[src/rtl/scp_pkg.sv]
// Shared constants and helpers for the switch control pin logic.
// Assumes a single 10 MHz core clock and pins that are synchronised before use.
`default_nettype none
package scp_pkg;

  // ****************************************************************
  // Sizes
  // ****************************************************************
  localparam int         SCP_NCH        = 6;
  localparam int         SCP_FRAME_BITS = 16;
  localparam int         SCP_CNT_W      = 5;
  localparam logic [4:0] SCP_FRAME_LEN  = 5'h10;
  localparam logic [4:0] SCP_CNT_MAX    = 5'h1F;

  // ****************************************************************
  // Synchronised pin vector layout
  // ****************************************************************
  localparam int SCP_PIN_W   = 11;
  localparam int SCP_P_SI    = 0;
  localparam int SCP_P_CSN   = 1;
  localparam int SCP_P_SCLK  = 2;
  localparam int SCP_P_EDGE  = 3;
  localparam int SCP_P_IN    = 4;
  localparam int SCP_P_GEN   = 10;

  // ****************************************************************
  // Channel control codes, two bits per channel in the frame
  // ****************************************************************
  localparam logic [1:0] SCP_MODE_PAR  = 2'h0;
  localparam logic [1:0] SCP_MODE_ON   = 2'h1;
  localparam logic [1:0] SCP_MODE_OFF  = 2'h2;
  localparam logic [1:0] SCP_MODE_PAR2 = 2'h3;

  // ****************************************************************
  // Reset values and status word padding
  // ****************************************************************
  localparam logic [11:0] SCP_CTRL_RST  = 12'h000;
  localparam logic [5:0]  SCP_DIAG_RST  = 6'h00;
  // Chip select flop resets to its idle level so release cannot start a frame
  localparam logic [10:0] SCP_SYNC_RST  = 11'h002;
  localparam logic [15:0] SCP_WORD_RST  = 16'h0000;
  localparam logic [2:0]  SCP_TX_PAD    = 3'h0;

  typedef enum logic {SCP_IDLE, SCP_SHIFT} scp_shift_st_t;

  // Decodes one channel's request from its mode pair and parallel input
  function automatic logic scp_chan_on(input logic [1:0] mode, input logic par_in);
    case (mode)
      SCP_MODE_ON:  scp_chan_on = 1'b1;
      SCP_MODE_OFF: scp_chan_on = 1'b0;
      default:      scp_chan_on = par_in;
    endcase
  endfunction : scp_chan_on

endpackage : scp_pkg
`default_nettype wire

[src/rtl/scp_spi_if.sv]
// Frame exchange between the serial shifter and the control core.
// Assumes both ends run on mclk.
`timescale 1ns/1ps
`default_nettype none
interface scp_spi_if;
  logic        frame_ok;
  logic        frame_start;
  logic [15:0] rx_word;
  logic [15:0] tx_word;
  modport shift (output frame_ok, output frame_start, output rx_word, input tx_word);
  modport core  (input frame_ok, input frame_start, input rx_word, output tx_word);
endinterface : scp_spi_if
`default_nettype wire

[src/rtl/scp_spi_shift.sv]
// Serial frame shifter: oversamples the synchronised serial pins on mclk.
// Assumes all serial inputs already passed two flip-flops.
`timescale 1ns/1ps
`default_nettype none
module scp_spi_shift
  import scp_pkg::*;
(
  input  wire logic  mclk,
  input  wire logic  arst_n,
  input  wire logic  sclk_s,
  input  wire logic  cs_n_s,
  input  wire logic  si_s,
  input  wire logic  edge_sel_s,
  output logic       so_o,
  output logic       so_oe,
  scp_spi_if.shift   bus
);

  scp_shift_st_t  st_r,    st_nxt;
  logic           sclk_d_r;
  logic [4:0]     cnt_r,   cnt_nxt;
  logic [15:0]    rx_r,    rx_nxt;
  logic [15:0]    tx_r,    tx_nxt;
  logic           so_r,    so_nxt;
  logic           ok_r,    ok_nxt;
  logic           rise,    fall, sample, change;

  // ****************************************************************
  // Edge selection
  // ****************************************************************
  assign rise   = sclk_s & ~sclk_d_r;
  assign fall   = ~sclk_s & sclk_d_r;
  assign sample = edge_sel_s ? fall : rise;
  assign change = edge_sel_s ? rise : fall;

  always_comb begin
    st_nxt = st_r;
    cnt_nxt = cnt_r;
    rx_nxt = rx_r;
    tx_nxt = tx_r;
    so_nxt = so_r;
    ok_nxt = 1'b0;
    case (st_r)
      SCP_IDLE: begin
        if (!cs_n_s) begin
          st_nxt = SCP_SHIFT;
          cnt_nxt = '0;
          tx_nxt = bus.tx_word;
          so_nxt = bus.tx_word[SCP_FRAME_BITS-1];
        end
      end
      SCP_SHIFT: begin
        if (cs_n_s) begin
          st_nxt = SCP_IDLE;
          ok_nxt = (cnt_r == SCP_FRAME_LEN);
        end else begin
          if (sample && cnt_r != SCP_CNT_MAX) begin
            rx_nxt = {rx_r[SCP_FRAME_BITS-2:0], si_s};
            cnt_nxt = cnt_r + 5'h01;
          end
          // The idle level produces a leading change edge; it must not shift
          if (change && cnt_r != '0) begin
            tx_nxt = {tx_r[SCP_FRAME_BITS-2:0], 1'b0};
            so_nxt = tx_r[SCP_FRAME_BITS-2];
          end
        end
      end
      default: st_nxt = SCP_IDLE;
    endcase
  end

  always_ff @(posedge mclk or negedge arst_n) begin
    if (!arst_n) begin
      st_r <= SCP_IDLE;
      sclk_d_r <= 1'b0;
      cnt_r <= '0;
      rx_r <= SCP_WORD_RST;
      tx_r <= SCP_WORD_RST;
      so_r <= 1'b0;
      ok_r <= 1'b0;
    end else begin
      st_r <= st_nxt;
      sclk_d_r <= sclk_s;
      cnt_r <= cnt_nxt;
      rx_r <= rx_nxt;
      tx_r <= tx_nxt;
      so_r <= so_nxt;
      ok_r <= ok_nxt;
    end
  end

  assign so_o            = so_r;
  assign so_oe           = (st_r == SCP_SHIFT);
  assign bus.frame_ok    = ok_r;
  assign bus.rx_word     = rx_r;
  assign bus.frame_start = (st_r == SCP_IDLE) && !cs_n_s;
endmodule : scp_spi_shift
`default_nettype wire

[src/rtl/scp_switch_ctrl.sv]
// Control and indication pin logic of a six-channel power switch.
// Assumes all pins are asynchronous to mclk and the error sources are on mclk.
`timescale 1ns/1ps
`default_nettype none

module scp_switch_ctrl
  import scp_pkg::*;
(
  input  wire logic        mclk,
  input  wire logic        arst_n,
  input  wire logic        global_output_enable,
  input  wire logic [5:0]  channel_control_input,
  input  wire logic        spi_edge_select,
  input  wire logic        spi_sclk,
  input  wire logic        spi_cs_n,
  input  wire logic        spi_si,
  input  wire logic [5:0]  chan_err_in,
  input  wire logic        overheat_in,
  output logic             spi_so,
  output logic             spi_so_oe,
  output logic [5:0]       power_on,
  output logic [4:0]       channel_diag_output,
  output logic             channel_six_diag_or_overheat,
  output logic             fault_n_out,
  output logic             fault_n_oe,
  output logic             standby,
  output logic             sclk_pullup_en,
  output logic             sclk_pulldown_en,
  output logic [5:0]       chan_pulldown_en
);

  logic [10:0] sync1_r, sync2_r, sync_nxt;
  logic [1:0]  rel_r,   rel_nxt;
  logic [11:0] ctrl_r,  ctrl_nxt;
  logic [5:0]  diag_r,  diag_nxt;
  logic        ot_r,    ot_nxt;
  logic [5:0]  power_r, power_nxt;
  logic [5:0]  dpin_r,  dpin_nxt;
  logic        pull_r,  pull_nxt;
  logic [5:0]  in_s;
  logic [11:0] tx_pairs;

  scp_spi_if bus ();

  // ****************************************************************
  // Pin synchronisers
  // ****************************************************************
  assign sync_nxt = {global_output_enable, channel_control_input, spi_edge_select,
                     spi_sclk, spi_cs_n, spi_si};
  assign rel_nxt  = {rel_r[0], 1'b1};
  assign in_s     = sync2_r[SCP_P_IN +: SCP_NCH];

  always_ff @(posedge mclk or negedge arst_n) begin
    if (!arst_n) begin
      sync1_r <= SCP_SYNC_RST;
      sync2_r <= SCP_SYNC_RST;
      rel_r <= 2'h0;
    end else begin
      sync1_r <= sync_nxt;
      sync2_r <= sync1_r;
      rel_r <= rel_nxt;
    end
  end

  // ****************************************************************
  // Serial frame shifter
  // ****************************************************************
  scp_spi_shift u_shift (
    .mclk       (mclk),
    .arst_n     (arst_n),
    .sclk_s     (sync2_r[SCP_P_SCLK]),
    .cs_n_s     (sync2_r[SCP_P_CSN]),
    .si_s       (sync2_r[SCP_P_SI]),
    .edge_sel_s (sync2_r[SCP_P_EDGE]),
    .so_o       (spi_so),
    .so_oe      (spi_so_oe),
    .bus        (bus.shift)
  );

  // ****************************************************************
  // Channel control and diagnosis
  // ****************************************************************
  genvar gi;
  generate
    for (gi = 0; gi < SCP_NCH; gi++) begin : g_ch
      // Held off until the synchronised reset release; enable low overrides all
      assign power_nxt[gi] = rel_r[1] & sync2_r[SCP_P_GEN]
                             & scp_chan_on(ctrl_r[2*gi +: 2], in_s[gi]);
      assign tx_pairs[2*gi +: 2] = {diag_r[gi], power_r[gi]};
    end
  endgenerate

  assign bus.tx_word = {SCP_TX_PAD, ot_r, tx_pairs};

  always_comb begin
    ctrl_nxt = bus.frame_ok ? bus.rx_word[11:0] : ctrl_r;
    // A new error in the clearing cycle still latches
    diag_nxt = (bus.frame_ok ? SCP_DIAG_RST : diag_r) | chan_err_in;
    ot_nxt   = (bus.frame_ok ? 1'b0 : ot_r) | overheat_in;
    dpin_nxt = in_s;
    dpin_nxt[SCP_NCH-1] = in_s[SCP_NCH-1] & ~ot_r;
    pull_nxt = ~sync2_r[SCP_P_EDGE];
  end

  always_ff @(posedge mclk or negedge arst_n) begin
    if (!arst_n) begin
      ctrl_r <= SCP_CTRL_RST;
      diag_r <= SCP_DIAG_RST;
      ot_r <= 1'b0;
      power_r <= '0;
      dpin_r <= '0;
      pull_r <= 1'b1;
    end else begin
      ctrl_r <= ctrl_nxt;
      diag_r <= diag_nxt;
      ot_r <= ot_nxt;
      power_r <= power_nxt;
      dpin_r <= dpin_nxt;
      pull_r <= pull_nxt;
    end
  end

  // ****************************************************************
  // Outputs
  // ****************************************************************
  assign power_on                     = power_r;
  assign channel_diag_output          = dpin_r[SCP_NCH-2:0];
  assign channel_six_diag_or_overheat = dpin_r[SCP_NCH-1];
  assign fault_n_out                  = 1'b0;
  assign fault_n_oe                   = (|diag_r) | ot_r;
  assign standby                      = ~rel_r[1];
  assign sclk_pullup_en               = pull_r;
  assign sclk_pulldown_en             = ~pull_r;
  // Pad pull-downs stay on so a floating input reads as off
  assign chan_pulldown_en             = {SCP_NCH{1'b1}};
endmodule : scp_switch_ctrl
`default_nettype wire

[config.mk]
export PLATFORM = sky130hd
export DESIGN_NAME = scp_switch_ctrl
export DESIGN_NICKNAME = d
export VERILOG_FILES = /design/src/rtl/scp_pkg.sv /design/src/rtl/scp_spi_if.sv /design/src/rtl/scp_spi_shift.sv /design/src/rtl/scp_switch_ctrl.sv
export SDC_FILE = /design/constraint.sdc
export NUM_CORES = 1
export LEC_CHECK = 0
export ABC_AREA = 1
export BUFFER_PORTS_ARGS = -buffer_cell sky130_fd_sc_hd__buf_2
export CAP_MARGIN = 20
export CORE_ASPECT_RATIO = 0.9
export CORE_MARGIN = 8
export CORE_UTILIZATION = 25
export CTS_CLUSTER_SIZE = 30
export DETAILED_ROUTE_END_ITERATION = 8
export PLACE_DENSITY_LB_ADDON = 0.12
export SLEW_MARGIN = 40
export SYNTH_ARGS = -nofsm -noshare
export SYNTH_HDL_FRONTEND = slang
export SYNTH_SLANG_ARGS = --single-unit
[constraint.sdc]
create_clock -name mclk -period 2.45 [get_ports mclk]
set_clock_uncertainty 0.15 [all_clocks]
set_input_delay 0.1225 -clock mclk [delete_from_list [all_inputs] [get_ports mclk]]
set_output_delay 0.1225 -clock mclk [all_outputs]
set_load 0.01 [all_outputs]
Yosys cells after proc, flatten, opt, wreduce, memory -nomap -nowiden --
Cells that the tools add are included.
Storage, ports and cells: bits in registers 92, output and inout port bits 25, input port bits 20, logic and storage cells 88
Cells by class: multiplexer cells 25, add/subtract/negate cells 1, equality and inequality tests 18, bitwise gates (word level) 21, reduce and logical (&&, ||, !) cells 7
Operator list (number):
- $mux 15 | 3
- $pmux 15 s2 | 1
- $mux 5 | 3
- $pmux 1 s2 | 7
- $eq 2x1->1 const B | 6
- $eq 2x2->1 const B | 6
- $and 1x1->1 | 10
- $pmux 5 s2 | 1
- $mux 1 | 9
- $reduce_and 3->1 | 3
- $ne 2x2->1 const B | 4
- $not 1->1 | 8
- $mux 6 | 1
- $or 6x6->6 | 1
- $reduce_or 6->1 | 1
- $add 5x1->5 const B | 1
- $eq 5x5->1 const B | 1
- $ne 5x5->1 const B | 1
- $reduce_bool 5->1 | 1
- $logic_and 1x1->1 | 2
- $or 1x1->1 | 2

Logic depth before layout (Yosys ltp) --
Gate-level depths: netlist of run 1.
word-level depth 7, gate-level depth with buffers 9, gate-level depth less buffers 8

Modules after synthesis --
From an unflattened synthesis of run 1, not the netlist that was laid out.
Second synthesis, totals: cell total of the unflattened synthesis 392, area, all modules 3910.0 sq um
By module, submodules not included:
- scp_switch_ctrl | instances 1, cells each 160, sequential area each 1405.1 sq um, area an instance 1989.4 sq um
- scp_spi_shift | instances 1, cells each 232, sequential area each 1001.0 sq um, area an instance 1920.6 sq um

Least setup slack after synthesis of run 1 --
OpenSTA, ideal clock, no wires.
kind reg2reg, start register u_shift.cnt_r[0], end register u_shift.rx_r[10] (netlist: u_shift.bus.rx_word[10]), path slack 0.701 ns, buffers on the path 1, arrival 1.475 ns, stages on the path, launching flop included 10, clock period less this slack 1.749 ns, cell sequence dfrtp_1 -> ha_1 -> nand2_1 -> nor2_1 -> ha_1 -> nor3_2 -> nand3_2 -> buf_2 -> nor2_1 -> a21oi_1
Between the ends: cells in the longest elaborated chain, start to end 3
RTL lines:
- start: declaration | RTL line scp_spi_shift.sv:21 | logic [4:0] cnt_r, cnt_nxt;
- start signal: assignment | RTL line scp_spi_shift.sv:84 | cnt_r <= cnt_nxt;
- $ne 5x5->1 | RTL line scp_spi_shift.sv:57 | if (sample && cnt_r != SCP_CNT_MAX) begin
- $logic_and 1x1->1 | RTL line scp_spi_shift.sv:57
- $reduce_and 3->1 (no source line)
- end signal: assignment | RTL line scp_spi_shift.sv:85 | rx_r <= rx_nxt;
- end: declaration | RTL line scp_spi_shift.sv:22 | logic [15:0] rx_r, rx_nxt;
Every way passes these cells. A chain may end at the register's enable or synchronous reset.

Worst setup path in the final report of run 1 --
start register u_shift.cnt_r[0], end register u_shift.rx_r[4] (netlist: u_shift.bus.rx_word[4])
Same word-level chain as after synthesis.

==> flow_summary.rst, run 1 <==
.. list-table::
   :header-rows: 1

   * - Metric
     - Value
   * - Result of the run
     - finished, final reports clean
   * - Grt ovf
     - 0
   * - Setup crit end kind
     - register
   * - Number of register bits inferred by synthesis
     - 92
   * - Fin crit share
     - 76.2%
   * - Net load switching power
     - 827 uW
   * - Leakage power figure
     - 0.00228 uW
   * - Max Clock Freq
     - 536 MHz
   * - Share of cells above drive strength 1
     - 16.2%
   * - Layout overhead on the synthesized area
     - 26.2%
   * - Initial core utilization
     - 25.4%
   * - Reg-to-reg startpoint
     - u_shift.cnt_r[0]
   * - Total Wirelength
     - 7360 um
   * - Final setup violation count
     - 0
   * - Global-route wire length before repair
     - 12400 um
   * - Count of antenna diodes in the layout
     - 0
   * - Port buffer count
     - 37
   * - Critical path startpoint category
     - register
   * - Maximum net fanout on the critical path
     - 34
   * - Core region area
     - 13900 um2
   * - Clk Latency, worst-skew pair
     - 340 ps
   * - Relative slew margins
     - 60.2%
   * - RSZ-0062 raised after global routing
     - no
   * - Clock transition at the registers of the reported paths
     - ~60 ps
   * - Number of CTS-inserted buffers
     - 9
   * - Detailed-route wire length per cell
     - roughly 12 um
   * - Cell count after synthesis
     - 342
   * - Total power per unit cell area
     - 798 nW/um2
   * - Crit path kind
     - reg2reg
   * - CP Cell Sequence
     - ha_1, nand2_1, nor2_1, ha_1, nor3_2, nand3_2, buf_4, nor2_1, a21oi_1
   * - Power Total
     - roughly 3600 uW
   * - Data required time of the worst path
     - 2520 ps
   * - Worst EP arrival
     - 1940 ps
   * - Max-cap violation count
     - 0
   * - Area of all placed cells without fillers
     - roughly 4500 um2
   * - Clock root buffer
     - clkbuf_16
   * - Minimum period implied by the final worst setup slack
     - 1870 ps
   * - Post-layout instance count excluding filler cells
     - 600
   * - Total internal power
     - 2730 uW
   * - Setup Buffers After CTS
     - 0
   * - Number of buffers on the longest clock path
     - 2
   * - Deepest level of the CTS H-tree
     - 3
   * - Count of pins on the block boundary
     - 45
   * - Mean post-synth cell area
     - 10.3 um2
   * - Detailed-route vias per instance
     - 3.95
   * - Remaining design rule violation count
     - 0
   * - Fin. Hold Viols
     - 0
   * - Total of hold buffers inserted after clock tree synthesis
     - 19
   * - Number of distinct library cell variants in the gate-level netlist after synthesis
     - 26
   * - Reg2Reg Setup Slack
     - roughly 580 ps
   * - Cell area after synthesis
     - 3530 um2
   * - Post-layout net count
     - 432
   * - Commonest non-fill, non-tap cell in the layout
     - dfrtp_1
   * - Sw frac
     - 23.2%
   * - Detailed-route via count
     - 2370
   * - Standard cell with the maximum stage delay on the critical path
     - dfrtp_1
   * - Number of global-route vias before repair
     - 2449
   * - Number of antenna violations at the first check in global routing
     - 0
   * - Clock power frac
     - between 40% and 50%
   * - Placed instance area
     - 3940 um2
   * - Die ar.
     - between 15000 and 20000 um2
   * - Register area share after synthesis
     - 65.3%
   * - Floorplan die width
     - about 140 um
   * - Synth warn
     - 0
   * - Logic depth of the worst register-to-register path
     - 9
   * - Die Span Y
     - 129 um
   * - Setup TNS Final
     - 0 ps
   * - Min-delay worst type
     - in2async
   * - Number of standard-cell rows in the floorplan
     - 41
   * - Most frequent cells in the layout
     - dfrtp_1, nand2_1, inv_1, buf_2, nand3_1
   * - Endpoint of the lowest-slack register-to-register path
     - u_shift.bus.rx_word[4]
   * - Remaining antenna violation count after routing
     - 0
   * - Detailed-router iteration count before antenna repair
     - 4
   * - Max IR drop VDD
     - ~0.32 mV
   * - CTS tree
     - built
   * - DPL Wire Length
     - 4780 um
   * - Tot GR Track Use
     - roughly 8.9%
   * - Placed cell count
     - ~570
   * - CTS sink count
     - 92
   * - Maximum number of pins on one net before global-route repair
     - between 40 and 50
   * - Transition at the pin with the smallest max-transition slack
     - 598 ps
   * - Max-slew violation count
     - 0
   * - Final Wtd Congestion
     - 0.676
   * - First-iteration detailed-routing DRC count
     - around 180
   * - Slowest Stage Delay on Critical Path
     - 420 ps
   * - Sequential cell fraction of total power
     - between 40% and 50%
   * - CTS-repair resized insts
     - 0
   * - Combinational group share of total power
     - 8.5%
## flip-flops by register name (all words and copies together), names as in the netlist
signal and cells:
dpin_r 6, sync2_r 11, u_shift.so_oe 1, u_shift.bus.frame_ok 1, u_shift.bus.rx_word 12, u_shift.cnt_r 5, sync1_r 11, ot_r 1
u_shift.so_o 1, diag_r 6, u_shift.sclk_d_r 1, rel_r 2, power_on 6, ctrl_r 12, sclk_pullup_en 1, u_shift.tx_r 15
## through the flow
| step | util, % | worst slack [ps] | hold WS, ps |
|---|---|---|---|
| final | 32.1 | 584 | 186 |
| after global routing | 32.1 | 397 | 208 |
| after CTS | 32.1 | 560 | 202 |
| after detailed placement | 28.4 | 574 | 30.8 |
| after global placement | 28.4 | 623 | 35.0 |
| after floorplan | - | 701 | -323 |
## worst max-delay path by stage
| stage | start | end | slack (ps) |
|---|---|---|---|
| final | u_shift.cnt_r[0] | u_shift.bus.rx_word[4] | 580 |
| after global routing | u_shift.cnt_r[0] | u_shift.bus.rx_word[2] | 400 |
| after CTS | u_shift.cnt_r[0] | u_shift.cnt_r[0] | 560 |
| after detailed placement | u_shift.cnt_r[0] | u_shift.cnt_r[0] | 570 |
| after global placement | u_shift.cnt_r[0] | u_shift.bus.rx_word[4] | 620 |
| after floorplan | u_shift.cnt_r[0] | u_shift.bus.rx_word[10] | 700 |
## Yosys cell counts
master | count | share of area, %
nand3_2 | 2 | 0.57
nor3_1 | 1 | 0.14
buf_2 | 5 | 0.71
nor4_1 | 1 | 0.18
nor3_2 | 1 | 0.28
mux2i_1 | 4 | 1.1
nand2_1 | 76 | 8.1
a21oi_1 | 12 | 1.7
dfstp_2 | 3 | 2.2
inv_1 | 37 | 3.9
o21bai_1 | 7 | 1.5
a211oi_1 | 2 | 0.42
clkbuf_1 | 6 | 0.64
o21ai_1 | 11 | 1.6
o21ai_0 | 13 | 1.8
conb_1 | 2 | 0.21
ha_1 | 9 | 3.2
nor2_1 | 22 | 2.3
inv_2 | 1 | 0.11
nand3_1 | 26 | 3.7
nand2_2 | 1 | 0.18
nand4_1 | 1 | 0.18
dfrtp_1 | 89 | 63
xor2_1 | 1 | 0.25
xnor2_1 | 1 | 0.25
buf_4 | 8 | 1.7
## kinds of logic after synthesis
logic type / Yosys count / share of synthesized area (%)
and+or+nand+nor: 131 / 15.6
DFF: 92 / 65.3
xor gates and xnor gates: 2 / 0.496
other: 2 / 0.213
muxes: 4 / 1.13
AOI/OAI and AO/OA: 45 / 7.01
buffers and inverters: 57 / 7.08
adders and majority gates: 9 / 3.19
## per-layer routing
layer	wire length [um]	global-route usage, %
met5	0	0
met2	3410	13.8
met3	392	4.07
met1	3450	10.8
met4	104	3.03
## power by group through the flow
stage	logic, uW	clock network (uW)	registers [uW]
finish	303	1530	1730
global route	361	1650	1750
global placement	286	0	1760
detailed placement	289	0	1760
floorplan	186	0	1750
CTS	313	1590	1730
## layout make-up
class,instances,area (um2)
fill,1428,9440
sequential,92,2310
multi-input combinational,199,1000
timing repair buffer,63,443
clock buffer,12,256
tap,193,241
inverter,38,143
clock inverter,3,68.8
## worst max-delay path: cells and delay by family (launching register included)
family	cells	cell delay [ps]
flip-flops	1	420
buffers and inverters	1	230
adder cells (fa/ha/maj)	2	420
AND/OR/NAND/NOR	5	470
AO/OA/AOI/OAI	1	50
Note: power is estimated with default switching activity, not from simulation.
==> run 2, diff against run 1 <==
- clock period: 2.45 -> 1.6 ns (I/O delays scaled with it)
==> run 2 against run 1 <==
- critical path depth unchanged
- worst setup slack got worse by 720 ps
- critical endpoint is now u_shift.bus.rx_word[8]
- largest cell class unchanged
- global-route usage about the same
- the run now ends with negative setup slack left
- critical path type unchanged
==> flow_summary.rst, run 2 (synthesis gave the netlist of run 1 again) <==
.. list-table::
   :header-rows: 1

   * - Metric
     - Value
   * - Result of the run
     - finished, violations left
   * - Failing checks
     - negative setup slack
   * - Net load switching power
     - 1280 uW (+54%)
   * - Maximum net fanout on the critical path
     - 34 (unchanged)
   * - Number of buffers on the longest clock path
     - 2 (unchanged)
   * - Port buffer count
     - 37 (unchanged)
   * - Deepest level of the CTS H-tree
     - 3 (unchanged)
   * - Minimum setup slack in the final design
     - -141 ps (-725 ps)
   * - Most frequent cells in the layout
     - dfrtp_1, nand2_1, buf_2, inv_1, nand3_1
   * - Number of global-route vias before repair
     - 2488 (+1.6%)
   * - Number of antenna violations at the first check in global routing
     - 0 (unchanged)
   * - CP Cell Sequence
     - ha_2, nand2_1, nor2_1, ha_2, nor3_2, nand3_2, buf_12, nor2_1, a21oi_1
   * - Endpoint of the lowest-slack register-to-register path
     - u_shift.bus.rx_word[8]
   * - Setup crit end kind
     - register
   * - Sw frac
     - 24.0% (+0.76 points)
   * - Critical path startpoint category
     - register
   * - Standard cell with the maximum stage delay on the critical path
     - dfrtp_1
   * - Tot GR Track Use
     - 8.87% (-0.017 points)
   * - Leakage power figure
     - 0.00235 uW (+3.4%)
   * - Register ranked first by flip-flop count
     - u_shift.tx_r
   * - Maximum number of pins on one net before global-route repair
     - 35 (-22%)
   * - Clock transition at the registers of the reported paths
     - 60 ps (about the same)
   * - Initial core utilization
     - 25.4% (unchanged)
   * - Total power per unit cell area
     - 1150 nW/um2 (+43%)
   * - Max-cap violation count
     - 0 (unchanged)
   * - Capture point of the worst path
     - u_shift.bus.rx_word[8]
   * - Detailed-router iteration count before antenna repair
     - 4 (unchanged)
   * - Layout overhead on the synthesized area
     - 31.3%
   * - Crit path kind
     - reg2reg
   * - Share of cells above drive strength 1
     - 20.8% (+4.6 points)
   * - Count of pins on the block boundary
     - 45 (unchanged)
   * - Combinational group share of total power
     - 10.4% (+1.9 points)
   * - Max-slew violation count
     - 0 (unchanged)
   * - Final setup violation count
     - 17 (+17)
   * - Slowest Stage Delay on Critical Path
     - 390 ps (-30 ps)
   * - Fin crit share
     - 109% (+33 points)
   * - Filler instances
     - 1427 (-0.070%)
   * - Grt ovf
     - 0 (unchanged)
   * - Die ar.
     - 18200 um2 (unchanged)
   * - Clock root buffer
     - clkbuf_16
   * - Min-delay worst type
     - in2async
   * - Clk Latency, worst-skew pair
     - 340 ps (about the same)
   * - Depth of the critical timing path with buffers and inverters included
     - 9 (unchanged)
   * - Worst EP arrival
     - 1820 ps (-120 ps)
   * - Die Span Y
     - 129 um (unchanged)
   * - Setup TNS Final
     - -1890 ps (-1890 ps)
   * - Clock power frac
     - 39.7% (-3.2 points)
   * - Reg-to-reg startpoint
     - u_shift.cnt_r[0]
   * - Detailed-route via count
     - 2455 (+3.6%)
   * - Number of flip-flops in the largest register
     - 15 (unchanged)
   * - Total internal power
     - 4040 uW (+48%)
   * - Number of CTS-inserted buffers
     - 9 (unchanged)
   * - CP Buf/Inv Count
     - 1 (unchanged)
   * - Core region area
     - 13900 um2 (unchanged)
   * - Area occupied by registers
     - 2310 um2 (unchanged)
   * - Minimum period implied by the final worst setup slack
     - 1740 ps (-125 ps)
   * - Data required time of the worst path
     - 1680 ps (-840 ps)
   * - Detailed-route vias per instance
     - 4.02 (+1.7%)
   * - Total Wirelength
     - 7820 um (+6.3%)
   * - RSZ-0062 raised after global routing
     - yes
   * - Commonest non-fill, non-tap cell in the layout
     - dfrtp_1
   * - Max Clock Freq
     - 574 MHz (+7.2%)
   * - Largest delay contributor family on the critical path
     - simple AND/OR/NAND/NOR gates
   * - Floorplan die width
     - 141 um (unchanged)
   * - CTS tree
     - built
   * - Sequential cell fraction of total power
     - 49.9% (+1.3 points)
   * - Area of combinational cells with multiple inputs
     - 1100 um2 (+9.8%)
   * - Setup WS pre-CTS
     - -135 ps (-709 ps)
   * - Final Wtd Congestion
     - 0.710 (+5.0%)
   * - Fin. Hold Viols
     - 0 (unchanged)
   * - Logic depth of the worst register-to-register path
     - 9 (unchanged)
   * - Remaining design rule violation count
     - 0 (unchanged)
   * - Global-route wire length before repair
     - 12400 um (+0.10%)
   * - Post-layout net count
     - 442 (+2.3%)
   * - DPL Wire Length
     - 5010 um (+5.0%)
   * - CTS sink count
     - 92 (unchanged)
   * - Max IR drop VDD
     - 0.573 mV (+78%)
   * - Detailed-route wire length per cell
     - 12.8 um (+4.4%)
   * - Remaining antenna violation count after routing
     - 0 (unchanged)
   * - Number of standard-cell rows in the floorplan
     - 41 (unchanged)
   * - First-iteration detailed-routing DRC count
     - 116 (-35%)
   * - Reg2Reg Setup Slack
     - -140 ps (-720 ps)
   * - Timing startpoint of the critical path
     - u_shift.cnt_r[0]
   * - Count of antenna diodes in the layout
     - 0 (unchanged)
-- run 2: power by group through the flow --
stage                     logic (uW)  clock network, uW  registers (uW)
final                            554               2110            2650
after floorplan                  289                  0            2670
after global routing             643               2300            2670
after detailed placement         469                  0            2690
after CTS                        510               2200            2650
after global placement           464                  0            2690
-- run 2: repair_timing --
action	CTS	global route
gates cloned	0	2
setup endpoints to repair	33	34
pin swaps	2	11
hold endpoints to repair	107	0
buffers inserted	0	1
hold buffers	19	0
gates resized for setup	3	19
-- run 2: worst min-delay path by stage --
stage,from,endpoint,slack (ps),depth (start not counted)
global placement,arst_n,sync1_r[8],-130,1
detailed placement,arst_n,sync1_r[8],-130,1
global route,arst_n,sync1_r[8],80,2
floorplan,arst_n,ctrl_r[0],-370,0
CTS,arst_n,sync1_r[8],40,2
finish,arst_n,u_shift.tx_r[4],50,2
-- run 2: layout make-up --
type,count,area share [%]
well taps,193,5.21
clock buffers,14,5.48
clock inverters,2,0.809
repair buffers,72,12.0
multi-input cells,200,23.7
inverters,38,3.13
flip-flops and latches,92,49.7
-- run 2: metrics by stage --
stage / instance area [um2] / utilization (%) / std cells / hold slack (ps) / total power (uW)
after CTS: 4510 / 32.5 / 608 / 44.6 / 5350
final: 4640 / 33.4 / 611 / 51.9 / 5310
after detailed placement: 4010 / 28.9 / 573 / -129 / 3160
after floorplan: 3580 / - / 348 / -366 / 2960
after global routing: 4640 / 33.4 / 611 / 75.9 / 5610
after global placement: 4010 / 28.9 / 573 / -132 / 3150
-- run 2: layer usage --
layer | wire (um) | up-vias | track usage [%]
li1 | - | 1206 | -
met1 | 3670 | 1204 | 11.0
met2 | 3720 | 40 | 13.9
met3 | 351 | 5 | 3.81
met4 | 77 | 0 | 2.46
met5 | 0 | - | 0
==> run 3, diff against run 2 <==
- PLACE_DENSITY_LB_ADDON: 0.12 -> 0.25
==> run 3 against run 2 <==
- the run still ends with negative setup slack left
- final cell count unchanged
- worst hold slack better by 42 ps
- maximum frequency up 0.72%
- first-iteration DRC count down 11%
- non-clock buffer count unchanged
- sequential share of layout area decreased by 0.50 points
- critical path type unchanged
- largest cell class unchanged
- largest power group unchanged
==> flow_summary.rst, run 3 (synthesis gave the netlist of run 1 again) <==
.. list-table::
   :header-rows: 1

   * - Metric
     - Value
   * - Result of the run
     - finished, violations left
   * - Failing checks
     - negative setup slack
   * - Fin crit share
     - 108% (-0.77 points)
   * - Total Wirelength
     - 7460 um (-4.6%)
   * - Number of flip-flops in the largest register
     - 15 (unchanged)
   * - Number of antenna violations at the first check in global routing
     - 0 (unchanged)
   * - CTS sink count
     - 92 (unchanged)
   * - Core region area
     - 13900 um2 (unchanged)
   * - Data required time of the worst path
     - 1670 ps (about the same)
   * - Max-cap violation count
     - 0 (unchanged)
   * - Register ranked first by flip-flop count
     - u_shift.tx_r
   * - Minimum period implied by the final worst setup slack
     - 1730 ps (-12.4 ps)
   * - Final setup violation count
     - 17 (unchanged)
   * - Standard cell with the maximum stage delay on the critical path
     - dfrtp_1
   * - Floorplan die width
     - 141 um (unchanged)
   * - RSZ-0062 raised after global routing
     - yes
   * - Global-route wire length before repair
     - 11900 um (-4.4%)
   * - Layout overhead on the synthesized area
     - 32.6%
   * - Leakage power figure
     - 0.00236 uW (+0.29%)
   * - Final Wtd Congestion
     - 0.758 (+6.8%)
   * - CTS tree
     - built
   * - Crit path kind
     - reg2reg
   * - Max Clock Freq
     - 579 MHz (+0.72%)
   * - Fin. Hold Viols
     - 0 (unchanged)
   * - Maximum number of pins on one net before global-route repair
     - 59 (+69%)
   * - Power Total
     - 5270 uW (-0.82%)
   * - Tot GR Track Use
     - 8.35% (-0.52 points)
   * - Detailed-router iteration count before antenna repair
     - 4 (unchanged)
   * - Port buffer count
     - 37 (unchanged)
   * - Clock transition at the registers of the reported paths
     - 60 ps (about the same)
   * - Remaining antenna violation count after routing
     - 0 (unchanged)
   * - Worst EP arrival
     - 1800 ps (-20 ps)
   * - Maximum net fanout on the critical path
     - 17 (-50%)
   * - Area occupied by registers
     - 2310 um2 (unchanged)
   * - CP Cell Sequence
     - ha_2, nand2_1, nor2_1, ha_2, nor3_4, nand3_4, clkbuf_16, nand2_1, o21ai_1
   * - DPL Wire Length
     - 4770 um (-4.8%)
   * - Setup TNS Final
     - -1910 ps (-18.6 ps)
   * - Share of cells above drive strength 1
     - 22.0% (+1.2 points)
   * - Detailed-route via count
     - 2438 (-0.69%)
   * - Minimum setup slack in the final design
     - -128 ps (+12.4 ps)
   * - Detailed-route vias per instance
     - 3.99 (-0.69%)
   * - Slowest Stage Delay on Critical Path
     - 380 ps (about the same)
   * - Remaining design rule violation count
     - 0 (unchanged)
   * - Number of buffers on the longest clock path
     - 2 (unchanged)
   * - Total power per unit cell area
     - 1120 nW/um2 (-1.8%)
   * - Number of standard-cell rows in the floorplan
     - 41 (unchanged)
   * - Number of CTS-inserted buffers
     - 9 (unchanged)
   * - Clk Latency, worst-skew pair
     - 340 ps (about the same)
   * - Most frequent cells in the layout
     - dfrtp_1, nand2_1, inv_1, buf_2, nand3_1
   * - Commonest non-fill, non-tap cell in the layout
     - dfrtp_1
   * - Placed cell count
     - 571 (-0.35%)
   * - Setup crit end kind
     - register
   * - Area of all placed cells without fillers
     - 4690 um2 (+1.0%)
   * - CP Buf/Inv Count
     - 1 (unchanged)
   * - Deepest level of the CTS H-tree
     - 3 (unchanged)
   * - Number of global-route vias before repair
     - 2482 (-0.24%)
   * - Count of antenna diodes in the layout
     - 0 (unchanged)
   * - Largest delay contributor family on the critical path
     - simple AND/OR/NAND/NOR gates
   * - Critical path startpoint category
     - register
   * - Count of pins on the block boundary
     - 45 (unchanged)
   * - Grt ovf
     - 0 (unchanged)
   * - Utilization of the core after routing
     - 33.7% (+0.34 points)
   * - Post-layout net count
     - 442 (unchanged)
   * - Die ar.
     - 18200 um2 (unchanged)
   * - Max IR drop VDD
     - 0.481 mV (-16%)
   * - Initial core utilization
     - 25.4% (unchanged)
   * - Die Span Y
     - 129 um (unchanged)
   * - Post-layout instance count excluding filler cells
     - 611 (unchanged)
   * - First-iteration detailed-routing DRC count
     - 103 (-11%)
   * - Area of combinational cells with multiple inputs
     - 1090 um2 (-0.23%)
   * - Max-slew violation count
     - 0 (unchanged)
   * - Filler instances
     - 1415 (-0.84%)
   * - Clock root buffer
     - clkbuf_16
   * - Placed instance area
     - 4010 um2 (about the same)
   * - Detailed-route wire length per cell
     - 12.2 um (-4.6%)
   * - Min-delay worst type
     - in2async
==> run 3: cell types whose count changed in the layout (fill, tap and decap cells not counted), sizes merged <==
cell | previous run | this run
buf | 52 | 50
clkbuf | 15 | 17
bufinv | 1 | 0
clkinv | 0 | 1
==> run 3: path summary, 6_finish.rpt <==
path / slack, ps / cells past startpoint / endpoint / startpoint
worst min-delay path: 90 / 3 / sync1_r[10] / arst_n
min in group mclk: 200 / 0 / sync2_r[0] / sync1_r[0]
worst max-delay path: -130 / 9 / u_shift.bus.rx_word[9] / u_shift.cnt_r[0]
max in group asynchronous: 850 / 3 / sclk_pullup_en / arst_n
worst min register to register: 200 / 0 / sync2_r[0] / sync1_r[0]
worst max register to register: -130 / 9 / u_shift.bus.rx_word[9] / u_shift.cnt_r[0]
==> run 3: what timing repair did <==
item | 4_1_cts | 5_1_grt
resized for setup | 0 | 22
gates cloned | 0 | 4
buffers inserted | 0 | 1
setup endpoints to repair | 17 | 34
hold endpoints to repair | 110 | 0
hold buffers | 19 | 0
pin swaps | 0 | 6
==> run 3: worst register-to-register path, delay by kind of cell, from the launching register on <==
kind            cells  cell delay [ps]
fa+ha+maj           2              360
buf+inv             1              220
compound gates      1               60
simple gates        5              460
flops               1              380
==> run 3: layout make-up <==
type | count | share of cell area, %
well taps | 193 | 5.15
clock inverters | 2 | 0.347
repair buffers | 72 | 12.8
flip-flops and latches | 92 | 49.2
inverters | 38 | 3.04
clock buffers | 14 | 6.06
multi-input cells | 200 | 23.4
==> run 3: metrics by stage <==
step	hold WS (ps)	setup slack, ps
floorplan	-366	-125
detailed placement	-80.0	-104
global route	120	-227
CTS	91.3	-122
finish	94.4	-128
global placement	-79.7	-70.0
==> run 3: metal layers <==
layer / track usage (%) / up-vias / wire length, um
met3: 2.92 / 8 / 308
met1: 9.45 / 1178 / 3240
li1: - / 1210 / -
met5: 0 / - / 0
met2: 14.1 / 42 / 3800
met4: 3.60 / 0 / 113
==> run 3: where the power goes <==
group / switching [uW] / leakage (uW) / internal, uW / total (uW)
sequential: 113 / 0.00112 / 2540 / 2650
clock: 850 / 0.000145 / 1230 / 2080
combinational: 302 / 0.00109 / 239 / 541
